<file path="src/design/afpg_pkg.sv">
package afpg_pkg;
   // register byte offsets
   localparam logic [7:0] ADDR_SIZE = 8'h00;
   localparam logic [7:0] ADDR_GRID = 8'h04;
   localparam logic [7:0] ADDR_ORIGIN = 8'h08;
   localparam logic [7:0] ADDR_CTRL = 8'h0c;
   localparam logic [7:0] ADDR_FILT = 8'h10;
   localparam logic [7:0] ADDR_STATUS = 8'h14;
   // field positions
   localparam int WIDTH_LSB = 16;
   localparam int HEIGHT_LSB = 0;
   localparam int STEP_LSB = 13;
   localparam int ROWS_LSB = 6;
   localparam int COLS_LSB = 0;
   localparam int HORG_LSB = 16;
   localparam int VORG_LSB = 0;
   localparam int EN_BIT = 0;
   localparam int MED_BIT = 2;
   localparam int FILT_LSB = 0;
   localparam int ST_BUSY_BIT = 0;
   localparam int ST_DONE_BIT = 1;
   localparam int ST_COL_LSB = 8;
   localparam int ST_ROW_LSB = 16;
   // reset values
   localparam logic [6:0] RST_WIDTH = 7'h00;
   localparam logic [6:0] RST_HEIGHT = 7'h00;
   localparam logic [3:0] RST_STEP = 4'h0;
   localparam logic [6:0] RST_ROWS = 7'h00;
   localparam logic [5:0] RST_COLS = 6'h00;
   localparam logic [11:0] RST_ORG = 12'h000;
   localparam logic [11:0] RST_FILT = 12'h000;

   typedef enum logic [1:0] {
      AFPG_IDLE = 2'b00,
      AFPG_WAIT = 2'b01,
      AFPG_ROWS = 2'b11,
      AFPG_DONE = 2'b10
   } afpg_state_t;

   typedef struct packed {
      logic valid;
      logic sof;
      logic sol;
   } afpg_pix_t;

   typedef struct packed {
      logic in_paxel;
      logic first;
      logic [5:0] col;
      logic [6:0] row;
      logic filter_clear;
   } afpg_grid_t;
endpackage

</file>
<file path="src/design/afpg_grid.sv">
// Added by the designer: the address-and-strobe port and the register offsets.
`timescale 1ns/100ps
// Operation
// - paxel width is 2*(width field+1) pixels
// - paxel height is 2*(height field+1) lines
// - line step inside paxel is 2*(field+1)
// - step field zero processes every line
// - skips 0 to 30 lines between pairs
// - first two lines of paxel always processed
// - row count field is rows minus one
// - column count field is columns minus one
// - first row begins at grid v origin line
// - filter origin match clears filter next pixel
// - paxels processed only while engine enabled
module afpg_grid
   import afpg_pkg::*;
#(
   parameter int POS_W = 12
) (
   input wire logic clock,
   input wire logic arst_n,
   input wire logic ce,
   input wire logic [7:0] reg_addr,
   input wire logic [31:0] reg_wdata,
   input wire logic reg_wr,
   input wire logic reg_rd,
   output logic [31:0] reg_rdata,
   input wire afpg_pix_t pix,
   output afpg_grid_t grid
);

   logic [6:0] width_f;
   logic [6:0] height_f;
   logic [3:0] step_f;
   logic [6:0] rows_f;
   logic [5:0] cols_f;
   logic [11:0] h_org;
   logic [11:0] v_org;
   logic [11:0] filt_org;
   logic engine_en;
   logic median_en;

   afpg_state_t vstate;
   logic [POS_W-1:0] hcnt;
   logic [POS_W-1:0] vcnt;
   logic [7:0] ln;
   logic [4:0] poff;
   logic [6:0] row;
   logic h_on;
   logic h_done;
   logic [5:0] col;
   logic [7:0] cpix;
   logic frame_done;

   afpg_state_t next_vstate;
   logic [POS_W-1:0] next_h;
   logic [POS_W-1:0] next_v;
   logic [7:0] next_ln;
   logic [4:0] next_poff;
   logic [6:0] next_row;
   logic next_h_on;
   logic next_h_done;
   logic [5:0] next_col;
   logic [7:0] next_cpix;

   logic [7:0] wlast;
   logic [7:0] hlast;
   logic [4:0] slast;
   logic go;
   logic wr_size;
   logic wr_grid;
   logic wr_org;
   logic wr_ctrl;
   logic wr_filt;

   assign wlast = {width_f, 1'b1};
   assign hlast = {height_f, 1'b1};
   assign slast = {step_f, 1'b1};
   assign go = ce && pix.valid;
   assign wr_size = ce && reg_wr && reg_addr == ADDR_SIZE;
   assign wr_grid = ce && reg_wr && reg_addr == ADDR_GRID;
   assign wr_org = ce && reg_wr && reg_addr == ADDR_ORIGIN;
   assign wr_ctrl = ce && reg_wr && reg_addr == ADDR_CTRL;
   assign wr_filt = ce && reg_wr && reg_addr == ADDR_FILT;

   // only the defined fields are stored, so reserved bits stay zero
   always_ff @(posedge clock or negedge arst_n) begin
      if (!arst_n) begin
         width_f <= RST_WIDTH;
         height_f <= RST_HEIGHT;
      end else if (wr_size) begin
         width_f <= reg_wdata[WIDTH_LSB +: 7];
         height_f <= reg_wdata[HEIGHT_LSB +: 7];
      end
   end

   always_ff @(posedge clock or negedge arst_n) begin
      if (!arst_n) begin
         step_f <= RST_STEP;
         rows_f <= RST_ROWS;
         cols_f <= RST_COLS;
      end else if (wr_grid) begin
         step_f <= reg_wdata[STEP_LSB +: 4];
         rows_f <= reg_wdata[ROWS_LSB +: 7];
         cols_f <= reg_wdata[COLS_LSB +: 6];
      end
   end

   always_ff @(posedge clock or negedge arst_n) begin
      if (!arst_n) begin
         h_org <= RST_ORG;
         v_org <= RST_ORG;
      end else if (wr_org) begin
         h_org <= reg_wdata[HORG_LSB +: 12];
         v_org <= reg_wdata[VORG_LSB +: 12];
      end
   end

   always_ff @(posedge clock or negedge arst_n) begin
      if (!arst_n) begin
         engine_en <= 1'b0;
         median_en <= 1'b0;
         filt_org <= RST_FILT;
      end else begin
         if (wr_ctrl) begin
            engine_en <= reg_wdata[EN_BIT];
            median_en <= reg_wdata[MED_BIT];
         end
         if (wr_filt) begin
            filt_org <= reg_wdata[FILT_LSB +: 12];
         end
      end
   end

   // read data stands only in the cycle after the strobe
   always_ff @(posedge clock or negedge arst_n) begin
      if (!arst_n) begin
         reg_rdata <= 32'h0000_0000;
      end else if (ce) begin
         reg_rdata <= 32'h0000_0000;
         if (reg_rd) begin
            if (reg_addr == ADDR_SIZE) begin
               reg_rdata[WIDTH_LSB +: 7] <= width_f;
               reg_rdata[HEIGHT_LSB +: 7] <= height_f;
            end else if (reg_addr == ADDR_GRID) begin
               reg_rdata[STEP_LSB +: 4] <= step_f;
               reg_rdata[ROWS_LSB +: 7] <= rows_f;
               reg_rdata[COLS_LSB +: 6] <= cols_f;
            end else if (reg_addr == ADDR_ORIGIN) begin
               reg_rdata[HORG_LSB +: 12] <= h_org;
               reg_rdata[VORG_LSB +: 12] <= v_org;
            end else if (reg_addr == ADDR_CTRL) begin
               reg_rdata[EN_BIT] <= engine_en;
               reg_rdata[MED_BIT] <= median_en;
            end else if (reg_addr == ADDR_FILT) begin
               reg_rdata[FILT_LSB +: 12] <= filt_org;
            end else if (reg_addr == ADDR_STATUS) begin
               reg_rdata[ST_BUSY_BIT] <= vstate == AFPG_WAIT ||
                                         vstate == AFPG_ROWS;
               reg_rdata[ST_DONE_BIT] <= frame_done;
               reg_rdata[ST_COL_LSB +: 6] <= col;
               reg_rdata[ST_ROW_LSB +: 7] <= row;
            end
         end
      end
   end

   // position of the pixel now on the input
   always_comb begin
      next_h = pix.sol ? '0 : hcnt + 1'b1;
      next_v = vcnt;
      if (pix.sof) begin
         next_v = '0;
      end else if (pix.sol) begin
         next_v = vcnt + 1'b1;
      end
   end

   // vertical walk, re-evaluated on each line's first pixel
   always_comb begin
      next_vstate = vstate;
      next_ln = ln;
      next_poff = poff;
      next_row = row;
      if (!engine_en) begin
         next_vstate = AFPG_IDLE;
      end else if (pix.sol) begin
         if (pix.sof) begin
            next_vstate = AFPG_WAIT;
         end
         case (pix.sof ? AFPG_WAIT : vstate)
            AFPG_WAIT: begin
               if (next_v == POS_W'(v_org)) begin
                  next_vstate = AFPG_ROWS;
                  next_row = 7'h00;
                  next_ln = 8'h00;
                  next_poff = 5'h00;
               end
            end
            AFPG_ROWS: begin
               if (ln == hlast) begin
                  if (row == rows_f) begin
                     next_vstate = AFPG_DONE;
                  end else begin
                     next_row = row + 7'h01;
                     next_ln = 8'h00;
                     next_poff = 5'h00;
                  end
               end else begin
                  next_ln = ln + 8'h01;
                  // a zero step field wraps every pair: no line skipped
                  next_poff = (poff == slast) ? 5'h00 : poff + 5'h01;
               end
            end
            default: begin
               next_vstate = vstate;
            end
         endcase
      end
   end

   // horizontal walk across the columns of a line
   always_comb begin
      next_h_on = h_on;
      next_h_done = h_done;
      next_col = col;
      next_cpix = cpix;
      if (pix.sol) begin
         next_h_on = 1'b0;
         next_h_done = 1'b0;
         next_col = 6'h00;
         next_cpix = 8'h00;
      end else if (h_on) begin
         if (cpix == wlast) begin
            if (col == cols_f) begin
               next_h_on = 1'b0;
               next_h_done = 1'b1;
            end else begin
               next_col = col + 6'h01;
               next_cpix = 8'h00;
            end
         end else begin
            next_cpix = cpix + 8'h01;
         end
      end
      if (!next_h_on && !next_h_done && next_h == POS_W'(h_org)) begin
         next_h_on = 1'b1;
         next_col = 6'h00;
         next_cpix = 8'h00;
      end
   end

   always_ff @(posedge clock or negedge arst_n) begin
      if (!arst_n) begin
         hcnt <= '0;
         vcnt <= '0;
      end else if (go) begin
         hcnt <= next_h;
         vcnt <= next_v;
      end
   end

   // disabling takes effect at once, not only on a pixel
   always_ff @(posedge clock or negedge arst_n) begin
      if (!arst_n) begin
         vstate <= AFPG_IDLE;
         ln <= 8'h00;
         poff <= 5'h00;
         row <= 7'h00;
      end else if (ce && (pix.valid || !engine_en)) begin
         vstate <= next_vstate;
         ln <= next_ln;
         poff <= next_poff;
         row <= next_row;
      end
   end

   always_ff @(posedge clock or negedge arst_n) begin
      if (!arst_n) begin
         h_on <= 1'b0;
         h_done <= 1'b0;
         col <= 6'h00;
         cpix <= 8'h00;
      end else if (go) begin
         h_on <= next_h_on;
         h_done <= next_h_done;
         col <= next_col;
         cpix <= next_cpix;
      end
   end

   // frame completion stays visible until the next frame starts
   always_ff @(posedge clock or negedge arst_n) begin
      if (!arst_n) begin
         frame_done <= 1'b0;
      end else if (go) begin
         if (next_vstate == AFPG_DONE && vstate == AFPG_ROWS) begin
            frame_done <= 1'b1;
         end else if (pix.sof) begin
            frame_done <= 1'b0;
         end
      end
   end

   always_ff @(posedge clock or negedge arst_n) begin
      if (!arst_n) begin
         grid <= '0;
      end else if (ce) begin
         grid.in_paxel <= go && engine_en && next_h_on &&
                          next_vstate == AFPG_ROWS &&
                          next_poff < 5'h02;
         grid.first <= go && next_h_on && next_cpix == 8'h00;
         grid.col <= next_col;
         grid.row <= next_row;
         // shift registers restart on the pixel after the match
         grid.filter_clear <= go && next_h == POS_W'(filt_org);
      end
   end
endmodule

</file>
<file path="config.mk">
export PLATFORM = sky130hd
export DESIGN_NAME = afpg_grid
export DESIGN_NICKNAME = d
export VERILOG_FILES = /design/src/design/afpg_pkg.sv /design/src/design/afpg_grid.sv
export SDC_FILE = /design/constraint.sdc
export NUM_CORES = 1
export LEC_CHECK = 0
export BUFFER_PORTS_ARGS = -buffer_cell sky130_fd_sc_hd__buf_2
export CORE_MARGIN = 2
export CORE_UTILIZATION = 35
export DETAILED_ROUTE_END_ITERATION = 8
export PLACE_DENSITY_LB_ADDON = 0.3
export SYNTH_ARGS = -nofsm -noshare
export SYNTH_HDL_FRONTEND = slang
export SYNTH_SLANG_ARGS = --single-unit
export TNS_END_PERCENT = 30
</file>
<file path="constraint.sdc">
create_clock -name clock -period 3.12 [get_ports clock]
set_input_delay 0.156 -clock clock [delete_from_list [all_inputs] [get_ports clock]]
set_output_delay 0.156 -clock clock [all_outputs]
set_load 0.05 [all_outputs]
</file>
# Word-level counts from Yosys, hierarchy flattened
# Index checks and enable logic that the tools add are counted.
# word_totals
regBits	176
in_bits	48
output_inout_bits	48
word_cells	159
# classes
add_sub_neg	7
order_cmp	1
eq_ne	21
mux	74
n_reduce_logical	29
# op_table
cell	count
7-bit two-way mux	11
8-bit two-way mux	8
12-bit two-way mux	4
6-bit two-way mux	7
5-bit two-way mux	8
12-bit == test	3
28-bit two-way mux	1
12-bit by 1-bit adder with 12-bit output (second input constant)	2
11-bit two-way mux	2
2-bit two-way mux	11
1-bit logical AND	18
8-bit by 1-bit adder with 8-bit output (second input constant)	2
8-bit by 4-bit == test with 1-bit output (second input constant)	2
8-bit by 5-bit == test with 1-bit output (second input constant)	2
8-bit == test	2
8-bit zero test	2
8-bit one-hot mux with 2 select lines	1
1-bit two-way mux	15
14-bit two-way mux	1
7-bit one-hot mux with 2 select lines	1
5-bit one-hot mux with 2 select lines	1
9-bit two-way mux	1
2-bit == test (second input constant)	4
8-bit by 3-bit == test with 1-bit output (second input constant)	1
other kinds (17)	22

# Longest topological paths before layout
# Gate-level depths: netlist of the first run.
# depth
word_depth	12
ltp_mapped	12
ltp_nobuf	9

# Worst setup path after synthesis of the first run
# Ideal clock, no wire load.
# synth_path
path_type	register to register
start	register vcnt[0]
end	register row[6]
setup_time_ns	0.125
t_arrival_ns	3.058
t_required_ns	2.995
slack_ns	-0.063
stages_incl_launch_ff	10
path_buffers	1
period_less_slack_ns	3.183
path_cell_list	dfrtp_1 -> nand4_1 -> or4_1 -> xnor2_1 -> a2111o_1 -> or4_4 -> buf_6 -> o21a_4 -> a211o_1 -> mux2_4
# synth_between
elab_chain_cells	8
# synth_lines
item	line	rtl
start: declaration	afpg_grid.sv:45	logic [POS_W-1:0] vcnt;
start signal: assignment	afpg_grid.sv:259	vcnt <= next_v;
12-bit by 1-bit adder with 12-bit output	afpg_grid.sv:175	next_v = vcnt + 1'b1;
12-bit two-way mux *	afpg_grid.sv:174	end else if (pix.sol) begin
12-bit two-way mux *	afpg_grid.sv:172	if (pix.sof) begin
12-bit == test *	afpg_grid.sv:193	if (next_v == POS_W'(v_org)) begin
7-bit two-way mux *	afpg_grid.sv:193	
7-bit one-hot mux with 2 select lines *	afpg_grid.sv:191	case (pix.sof ? AFPG_WAIT : vstate)
7-bit two-way mux *	afpg_grid.sv:187	end else if (pix.sol) begin
7-bit two-way mux *	afpg_grid.sv:185	if (!engine_en) begin
end signal: assignment	afpg_grid.sv:274	row <= next_row;
end: declaration	afpg_grid.sv:48	logic [6:0] row;
# Every way passes the cells marked *; elsewhere a longest branch is shown, timed or not.
# A chain may end at the register's enable or synchronous reset.

# Final worst setup path of the first run
# layout_path
start	register vcnt[1]
end	register ln[3]
# layout_between
elab_chain_cells	6
# layout_lines
item	line	rtl
12-bit by 1-bit adder with 12-bit output	afpg_grid.sv:175	
12-bit two-way mux *	afpg_grid.sv:174	
12-bit two-way mux *	afpg_grid.sv:172	
12-bit == test *	afpg_grid.sv:193	
2-bit != test (no line) *	--	
6-bit AND reduction (no line) *	--	
end signal: assignment	afpg_grid.sv:272	ln <= next_ln;
end: declaration	afpg_grid.sv:46	logic [7:0] ln;
# Marks and branches as above.

==> flow_summary.ini, run 1 <==
[layout]
final_area_sq_um = 12040
n_antenna_cell = 0
syn2layout_area_growth_pct = 20.66
drive_above_1_share = 0.2539
fill_cells = 2720
final_nets = 1200

[timing]
slew-limit-headroom = 0.2739
drv_slew = 0
finalCritPeriodShare = 0.9990
holdWs_ns = 0.002967
hold_viol = 0
finalSetupViolations = 0
tightestPinTransition_ns = 1.088
fin_skew_ns = 0.01090
clock.fmax_mhz = 320.8
period_needed_ns = 3.117
rsz0062_at_grt = yes

[cts]
cts.sinks = 176
clockBufferDepth = 2
cts_buffers = 17
worstSkewPairLatency_ns = 0.44
cts_tree = yes
path_clk_slew_ns = 0.07
clockRootBuffer = clkbuf_16
h-tree-depth = 4

[synthesis]
ys_seq_elements = 176
netlist_area_sq_um = 9976
yosys.area.top_type = dfrtp_1
synth.cells.most_frequent = dfrtp_1 (176), mux2_2 (72), nand2_1 (72)
synth_top_area_frac = 0.4415
netlist_top_cells_area = dfrtp_1 (44%), mux2_2 (8.1%), o21ai_0 (3.3%), xnor2_1 (3.2%), a21oi_1 (2.9%)
syn_avg_cell_area_sq_um = 9.752
ys_async_sr_fraction = 1.000
netlist_instances = 1023
yosysWarnings = 0
synth_most_common_cell = dfrtp_1
synth_ff_type = dfrtp_1
ys_seq_area_frac = 0.4415
synth.distinct_cells = 77
synth-edff-count = 0

[floorplanning]
die_x_microns = 172.8
start_util = 0.3571
rows = 61
dieArea_sq_um = 29870
pin_count = 96
coreArea_sq_um = 27930
die_y_microns = 172.8

[routing]
first_pass_iters = 7
wl_per_cell_microns = 19.08
via_per_inst = 5.618
via_count = 8630
ant_nets = 0
drc_errors = 0
drtIter0Drc = 655
wirelength_microns = 29310

[outcome]
status = complete, no violations

[global_route]
grt_antenna_before_repair = 0
grt_pass1_vias = 8336
grt_overflow = 0
grt_use_total = 0.1958
grt_first_pass_wirelength_microns = 46780
grt_max_degree = 64

[power]
total_power_mw = 5.617
max-vdd-ir-drop_mv = 0.3653
p_leak_nw = 5.433
p_per_area_nw_per_um2 = 466.7

[worst_setup_path]
arrival_ns = 3.43
end_kind = register
critPathKind = register to register
crit_path_start = vcnt[1]
r2r-end = ln[3]
cp_max_fo = 10
r2r-start = vcnt[1]
start_kind = register
rrSetupSlack_ns = 0.003
worstRegToRegCells = 9
required_ns = 3.43

[hold_path]
min_path_type = primary input to register
min_delay_worst_endpoint = filt_org[11]
holdCritStartpoint = reg_wdata[11]
holdPathStages = 2

[placement]
place_congestion = 0.8608
place_area_sq_um = 11150
io_buffers = 87
dp_hpwl_microns = 21110

[run]
maxCapViolCount = 0
## where the power goes
part	internal, mW	switching, mW
combinational	0.397	0.562
sequential	2.39	0.140
clock	1.14	0.989
## through the flow
| stage | instances | TNS (ns) | setup slack, ns | util |
|---|---|---|---|---|
| global placement | 1483 | -0.1108 | -0.02312 | 0.3993 |
| floorplan | 1026 | -0.04182 | -0.02018 | - |
| detailed placement | 1483 | -0.3309 | -0.07846 | 0.3993 |
| global route | 1536 | -1.096 | -0.1210 | 0.4309 |
| finish | 1536 | 0 | 0.003022 | 0.4309 |
| CTS | 1536 | -0.2243 | -0.05158 | 0.4270 |
## cell usage in the layout, fill, tap and decap left out, types with 7 or more instances in the layout
cell           count
a21o_1            14
a21oi_1           57
a22o_1             9
a22oi_1            9
a31oi_1           12
and2_1             7
and3_1            11
buf_2             86
buf_4             64
clkbuf_16         17
dfrtp_1          174
dlygate4sd3_1     18
inv_1             18
mux2_2            72
mux2i_1           12
nand2_1           72
nand2b_1           8
nand3_1           25
nand4_1           25
nor2_1            57
nor2b_1           17
nor3_1            27
nor4_1             9
o21ai_0           60
o21ai_1           10
o22ai_1           10
o2bb2ai_1         23
o31ai_1           15
o31ai_2            7
or3_1              8
or4_1             10
xnor2_1           36
xor2_1            29
## what timing repair did
item	CTS	global route
hold endpoints to repair	82	0
endpoints found under the setup margin	10	26
buffers inserted	3	0
pin swaps	4	1
gates resized for setup	2	25
hold buffers	18	0
## kinds of logic (layout without fill, tap and decap cells)
| family | count (synthesis) | count (layout) | synth area share |
|---|---|---|---|
| buf+inv | 93 | 225 | 0.03825 |
| other cells | 1 | 4 | 0.0003759 |
| compound gates | 282 | 282 | 0.1911 |
| mux | 86 | 86 | 0.09633 |
| xor+xnor | 67 | 67 | 0.06020 |
| simple gates | 311 | 311 | 0.1634 |
| fa+ha+maj | 7 | 7 | 0.008779 |
| flops | 176 | 176 | 0.4415 |
## layer usage
| metal | part of all wire | routed length, microns | up-vias | GRT usage |
|---|---|---|---|---|
| li1 | - | - | 4031 | - |
| met1 | 0.48 | 14080 | 4253 | 0.2863 |
| met4 | 0.013 | 395 | 0 | 0.04555 |
| met5 | 0 | 0 | - | 0 |
| met3 | 0.061 | 1785 | 33 | 0.03496 |
| met2 | 0.45 | 13060 | 313 | 0.3008 |
## how the worst max path moves through the flow
stage	to	slack [ns]	cells past startpoint
after CTS	ln[3]	-0.05	9
after global routing	grid[15]	-0.12	10
after floorplan	row[6]	-0.02	9
final	ln[3]	0.003	9
after detailed placement	grid[15]	-0.08	10
after global placement	grid[7]	-0.02	10
## sequential cells by signal, summed over array words and instances, names as in the netlist
register	count
reg_rdata	28
grid	16
filt_org	12
h_org	12
hcnt	12
v_org	12
vcnt	12
cpix	8
ln	8
height_f	7
row	7
rows_f	7
width_f	7
col	6
cols_f	6
poff	5
step_f	4
vstate	2
engine_en	1
frame_done	1
h_done	1
h_on	1
median_en	1
## area by class of cell
type | instances | area [sq um] | share of cell area
multi-input cells | 757 | 5320 | 0.4420
flip-flops and latches | 176 | 4407 | 0.3661
repair buffers | 174 | 1194 | 0.09917
well taps | 378 | 473.0 | 0.03929
clock buffers | 20 | 446.7 | 0.03711
clock inverters | 12 | 125.1 | 0.01040
inverters | 19 | 71.32 | 0.005925
## worst max-delay path, stage by stage, from the launching register on
cell,delay (ns)
dfrtp_2,0.43
nand4_1,0.15
or4_4,0.53
xnor2_2,0.16
a2111o_1,0.37
or4_4,0.57
o21a_4,0.25
buf_6,0.15
o31ai_4,0.26
o31ai_2,0.11
(Power assumes the default switching activity.)
==> run 2: changes to the inputs <==
--- a/config.mk
+++ b/config.mk
@@ -6,7 +6,9 @@
 export NUM_CORES = 1
 export LEC_CHECK = 0
 export BUFFER_PORTS_ARGS = -buffer_cell sky130_fd_sc_hd__buf_2
-export CORE_MARGIN = 2
+export CELL_PAD_IN_SITES_DETAIL_PLACEMENT = 1
+export CELL_PAD_IN_SITES_GLOBAL_PLACEMENT = 1
+export CORE_MARGIN = 5
 export CORE_UTILIZATION = 35
 export DETAILED_ROUTE_END_ITERATION = 8
 export PLACE_DENSITY_LB_ADDON = 0.3
==> run 2 against run 1 <==
Compared with the run above:
- the flow now finishes with violations (negative setup slack)
- die area grew 7.1%
- via count grew 1.3%
- first-iteration DRC count shrank 15%
- highest routed layer unchanged
- critical endpoint is now row[6]
==> flow_summary.ini, run 2 (synthesis results as in run 1) <==
[global_route]
grt_pass1_vias = 9205
grt_max_degree = 72
grt_antenna_before_repair = 0
grt_overflow = 0
grt_use_total = 0.2088
grt_first_pass_wirelength_microns = 52530

[power]
p_leak_nw = 5.498
pwr-share-seq = 0.439
max-vdd-ir-drop_mv = 0.3466
p_int_mw = 4.028
p_sw_frac = 0.2968
power_switching_mw = 1.700
comb_power_share = 0.179
p_clk_frac = 0.382
p_per_area_nw_per_um2 = 474.1

[cts]
h-tree-depth = 4
path_clk_slew_ns = 0.07
clockRootBuffer = clkbuf_16
clockBufferDepth = 2
cts_tree = yes
cts_buffers = 17
worstSkewPairLatency_ns = 0.43
cts.sinks = 176

[timing]
timing.setup.tns_ns = -0.2035
fin_skew_ns = 0.01372
drv_slew = 0
hold_viol = 0
period_needed_ns = 3.167
finalCritPeriodShare = 1.015
rsz0062_at_grt = yes
finalSetupViolations = 9
setup_ws_ns = -0.04717
tightestPinTransition_ns = 0.7289
slew-limit-headroom = 0.5108
clock.fmax_mhz = 315.7

[placement]
dp_hpwl_microns = 24280
dp_slack_ns = -0.06925
io_buffers = 87
place_congestion = 0.8508

[worst_setup_path]
cp_cell_sequence = ha_2 > nand4_1 > buf_6 > or4_4 > a21oi_2 > xor2_1 > or4_4 > o21a_4 > a211o_1 > mux2_4
crit_slowest_cell = or4_4
critical_path_buf_inv_count = 1
max_stage_delay_ns = 0.65
crit_top_cell = or4_4
cp_max_fo = 6
critPathTopFamily = simple AND/OR/NAND/NOR gates
end_kind = register
critPathKind = register to register
arrival_ns = 3.49
required_ns = 3.44
start_kind = register

[layout]
layout_common_cells = dfrtp_1 (176), buf_2 (86), buf_4 (76)
drive_above_1_share = 0.2631
syn2layout_area_growth_pct = 21.13
final_util = 0.4326
final_common_cell = dfrtp_1
reg_top3 = reg_rdata: 28 flops, grid: 16 flops
largest_reg_flops = 28
n_antenna_cell = 0
final_nets = 1209
fill_cells = 3203
max_flop_register = reg_rdata

[routing]
wirelength_microns = 32830
via_count = 8740
drc_errors = 0
via_per_inst = 5.657
wl_per_cell_microns = 21.25
drtIter0Drc = 556
first_pass_iters = 5
ant_nets = 0

[floorplanning]
die_y_microns = 178.8
pin_count = 96
dieArea_sq_um = 31980
start_util = 0.3571
die_x_microns = 178.8
coreArea_sq_um = 27930
rows = 61

[outcome]
violations = negative setup slack
status = finished, violations left

[run]
maxCapViolCount = 0

[hold_path]
min_path_type = primary input to register
## run 2: worst paths after layout
check	start	cells after the start	slack (ns)	endpoint
setup reg to reg	vcnt[1]	10	-0.05	row[6]
setup / recovery	vcnt[1]	10	-0.05	row[6]
hold reg to reg	grid[14]	1	0.49	grid[14]
max in group asynchronous	arst_n	3	1.94	col[2]
min in group asynchronous	arst_n	2	0.31	reg_rdata[26]
hold / removal	reg_wdata[6]	3	0.02	v_org[6]
## run 2: layer usage
layer / global-route usage / wire, microns / share of wire
met5: 0 / 0 / 0
met4: 0.04765 / 376 / 0.011
met3: 0.03079 / 1414 / 0.043
met2: 0.3368 / 15390 / 0.47
met1: 0.2972 / 15650 / 0.48
## run 2: area by class of cell
class	instances	area, sq um	area share
Clock inverter	13	135.1	0.01118
Inverter	19	71.32	0.005902
Timing Repair Buffer	183	1226	0.1015
Clock buffer	19	452.9	0.03748
Multi-Input combinational cell	757	5321	0.4404
Tap cell	378	473.0	0.03914
Sequential cell	176	4404	0.3645
## run 2: power by group through the flow
| stage | logic, mW | clock network (mW) | registers [mW] |
|---|---|---|---|
| after floorplan | 0.573 | 0 | 2.56 |
| after global placement | 0.943 | 0 | 2.55 |
| after detailed placement | 0.966 | 0 | 2.56 |
| after CTS | 1.02 | 2.23 | 2.51 |
| after global routing | 1.13 | 2.33 | 2.53 |
| final | 1.02 | 2.19 | 2.52 |
## run 2: repair_timing
| item | CTS | global route |
|---|---|---|
| resized for setup | 8 | 19 |
| hold endpoints to repair | 86 | 0 |
| hold buffers | 16 | 0 |
| gates cloned | 0 | 0 |
| setup buffers | 5 | 1 |
| setup endpoints to repair | 12 | 32 |
| pin swaps | 9 | 5 |
## run 2: per-stage QoR
step / hold slack, ns / total power [mW] / instance area [sq um] / std cells
final: 0.02433 / 5.729 / 12080 / 1545
after global routing: 0.01983 / 5.989 / 12080 / 1545
after CTS: 0.002071 / 5.758 / 12000 / 1544
after detailed placement: 0.2324 / 3.524 / 11180 / 1491
after global placement: 0.2316 / 3.496 / 11180 / 1491
after floorplan: -0.1396 / 3.128 / 9998 / 1026
## run 2: worst reg2reg max path, cell delays in order (launching register included)
cell and delay, ns:
dfrtp_1 0.42, ha_2 0.21, nand4_1 0.10, buf_6 0.16
or4_4 0.48, a21oi_2 0.16, xor2_1 0.10, or4_4 0.65
o21a_4 0.26, a211o_1 0.27, mux2_4 0.25
==> run 3: changes to the inputs <==
--- a/config.mk
+++ b/config.mk
@@ -12,6 +12,7 @@
 export CORE_UTILIZATION = 35
 export DETAILED_ROUTE_END_ITERATION = 8
 export PLACE_DENSITY_LB_ADDON = 0.3
+export RECOVER_POWER = 50
 export SYNTH_ARGS = -nofsm -noshare
 export SYNTH_HDL_FRONTEND = slang
 export SYNTH_SLANG_ARGS = --single-unit
==> constraint.sdc (replaced) <==
create_clock -name clock -period 3.12 [get_ports clock]
set_input_delay 0.78 -clock clock [delete_from_list [all_inputs] [get_ports clock]]
set_output_delay 0.78 -clock clock [all_outputs]
set_load 0.05 [all_outputs]
==> run 3 against run 2 <==
Compared with the run above:
- the run ends with max-capacitance violations, max-slew violations, negative setup slack left
- sequential cell count stayed put
- worst setup slack worse by 0.065 ns
- hold slack better by 0.45 ns
- sequential power hardly changed
- non-clock buffer count is 8 higher
- count of clock-buffer cells in the layout is 1 higher
- core utilization is 0.41 points higher
==> flow_summary.ini, run 3 (synthesis results as in run 1) <==
[outcome]
status = finished, violations left
violations = max-capacitance violations, max-slew violations, negative setup slack

[worst_setup_path]
start_kind = register
required_ns = 3.44
critPathKind = register to register
arrival_ns = 3.55
cp_max_fo = 6
end_kind = register

[cts]
cts_buffers = 17
cts_tree = yes
cts_hold_buf = 0
clockBufferDepth = 2
worstSkewPairLatency_ns = 0.43
h-tree-depth = 4
cts.sinks = 176
path_clk_slew_ns = 0.07
clockRootBuffer = clkbuf_16

[routing]
first_pass_iters = 7
via_count = 8777
wl_per_cell_microns = 21.14
wirelength_microns = 32840
via_per_inst = 5.652
ant_nets = 0
drc_errors = 0
drtIter0Drc = 580

[global_route]
grt_pass1_vias = 9163
grt_first_pass_wirelength_microns = 52200
grt_max_degree = 73
grt_use_total = 0.2097
grt_overflow = 0
grt_antenna_before_repair = 0

[layout]
final_nets = 1217
n_antenna_cell = 0
max_flop_register = reg_rdata
layout_common_cells = dfrtp_1 (175), buf_4 (95), buf_2 (86)
fill_cells = 3222
final_util = 0.4367
seqCellArea_sq_um = 4405
multiInputGateArea_sq_um = 5386
final_common_cell = dfrtp_1
final_area_sq_um = 12200
reg_top3 = reg_rdata: 28 flops, grid: 16 flops
largest_reg_flops = 28
drive_above_1_share = 0.2894
syn2layout_area_growth_pct = 22.27

[floorplanning]
pin_count = 96
rows = 61
start_util = 0.3571
dieArea_sq_um = 31980
die_x_microns = 178.8
coreArea_sq_um = 27930
die_y_microns = 178.8

[placement]
dp_slack_ns = -0.4479
dp_hpwl_microns = 24530
io_buffers = 87
place_area_sq_um = 11430
place_congestion = 0.8600

[power]
p_leak_nw = 5.560
p_sw_frac = 0.3001
p_clk_frac = 0.375
p_int_mw = 3.977
p_per_area_nw_per_um2 = 465.9
total_power_mw = 5.683
comb_power_share = 0.181
power_switching_mw = 1.705
pwr-share-seq = 0.444
max-vdd-ir-drop_mv = 0.3337

[timing]
finalSetupViolations = 11
period_needed_ns = 3.232
timing.setup.tns_ns = -0.5880
setup_ws_ns = -0.1121
slew-limit-headroom = -0.2246
drv_slew = 38
fin_skew_ns = 0.01168
finalCritPeriodShare = 1.036
tightestPinTransition_ns = 1.837
hold_viol = 0
clock.fmax_mhz = 309.4
rsz0062_at_grt = yes

[hold_path]
min_path_type = register to register

[run]
maxCapViolCount = 1
## run 3: timing repair
action,CTS,global route
gates resized for setup,20,27
pin swaps,7,12
setup buffers,4,1
gates cloned,1,0
endpoints found under the setup margin,26,41
## run 3: final timing paths
check / start / endpoint / slack [ns] / depth (start not counted)
setup / recovery: vcnt[0] / row[6] / -0.11 / 9
hold / removal: grid[14] / grid[14] / 0.48 / 1
setup reg to reg: vcnt[0] / row[6] / -0.11 / 9
hold reg to reg: grid[14] / grid[14] / 0.48 / 1
max in group asynchronous: arst_n / step_f[0] / 0.77 / 2
min in group asynchronous: arst_n / h_org[9] / 0.61 / 1
## run 3: layout make-up
cell class              instances  area share
flip-flops and latches        176      0.3612
repair buffers                191      0.1054
multi-input cells             757      0.4416
well taps                     378     0.03877
clock buffers                  20     0.03826
clock inverters                12    0.008924
inverters                      19    0.005847
## run 3: per-layer routing
metal,vias up,routed length [microns],global-route usage
met5,-,0,0
met3,30,1416,0.03501
met1,4493,15680,0.2974
li1,4056,-,-
met2,198,15210,0.3340
met4,0,529,0.05405
## run 3: power groups by stage
stage / sequential [mW] / clock, mW / combinational, mW
2_1_floorplan: 2.56 / 0 / 0.573
3_3_place_gp: 2.56 / 0 / 0.973
3_5_place_dp: 2.56 / 0 / 1.00
4_1_cts: 2.52 / 2.18 / 1.03
5_1_grt: 2.54 / 2.27 / 1.14
6_report: 2.52 / 2.13 / 1.03
## run 3: critical path: stages, from the launching register on
cell and delay (ns):
dfrtp_1 0.41, buf_6 0.12, nand4_1 0.11, or4_4 0.52, xnor2_2 0.16, a2111o_1 0.37
or4_4 0.63, o21a_4 0.29, a211o_1 0.27, mux2_4 0.25
## run 3: through the flow
step | hold slack [ns] | instances
after floorplan | 0.4419 | 1026
after global placement | 0.4614 | 1515
after detailed placement | 0.4677 | 1515
after CTS | 0.3041 | 1552
after global routing | 0.5024 | 1553
final | 0.4789 | 1553
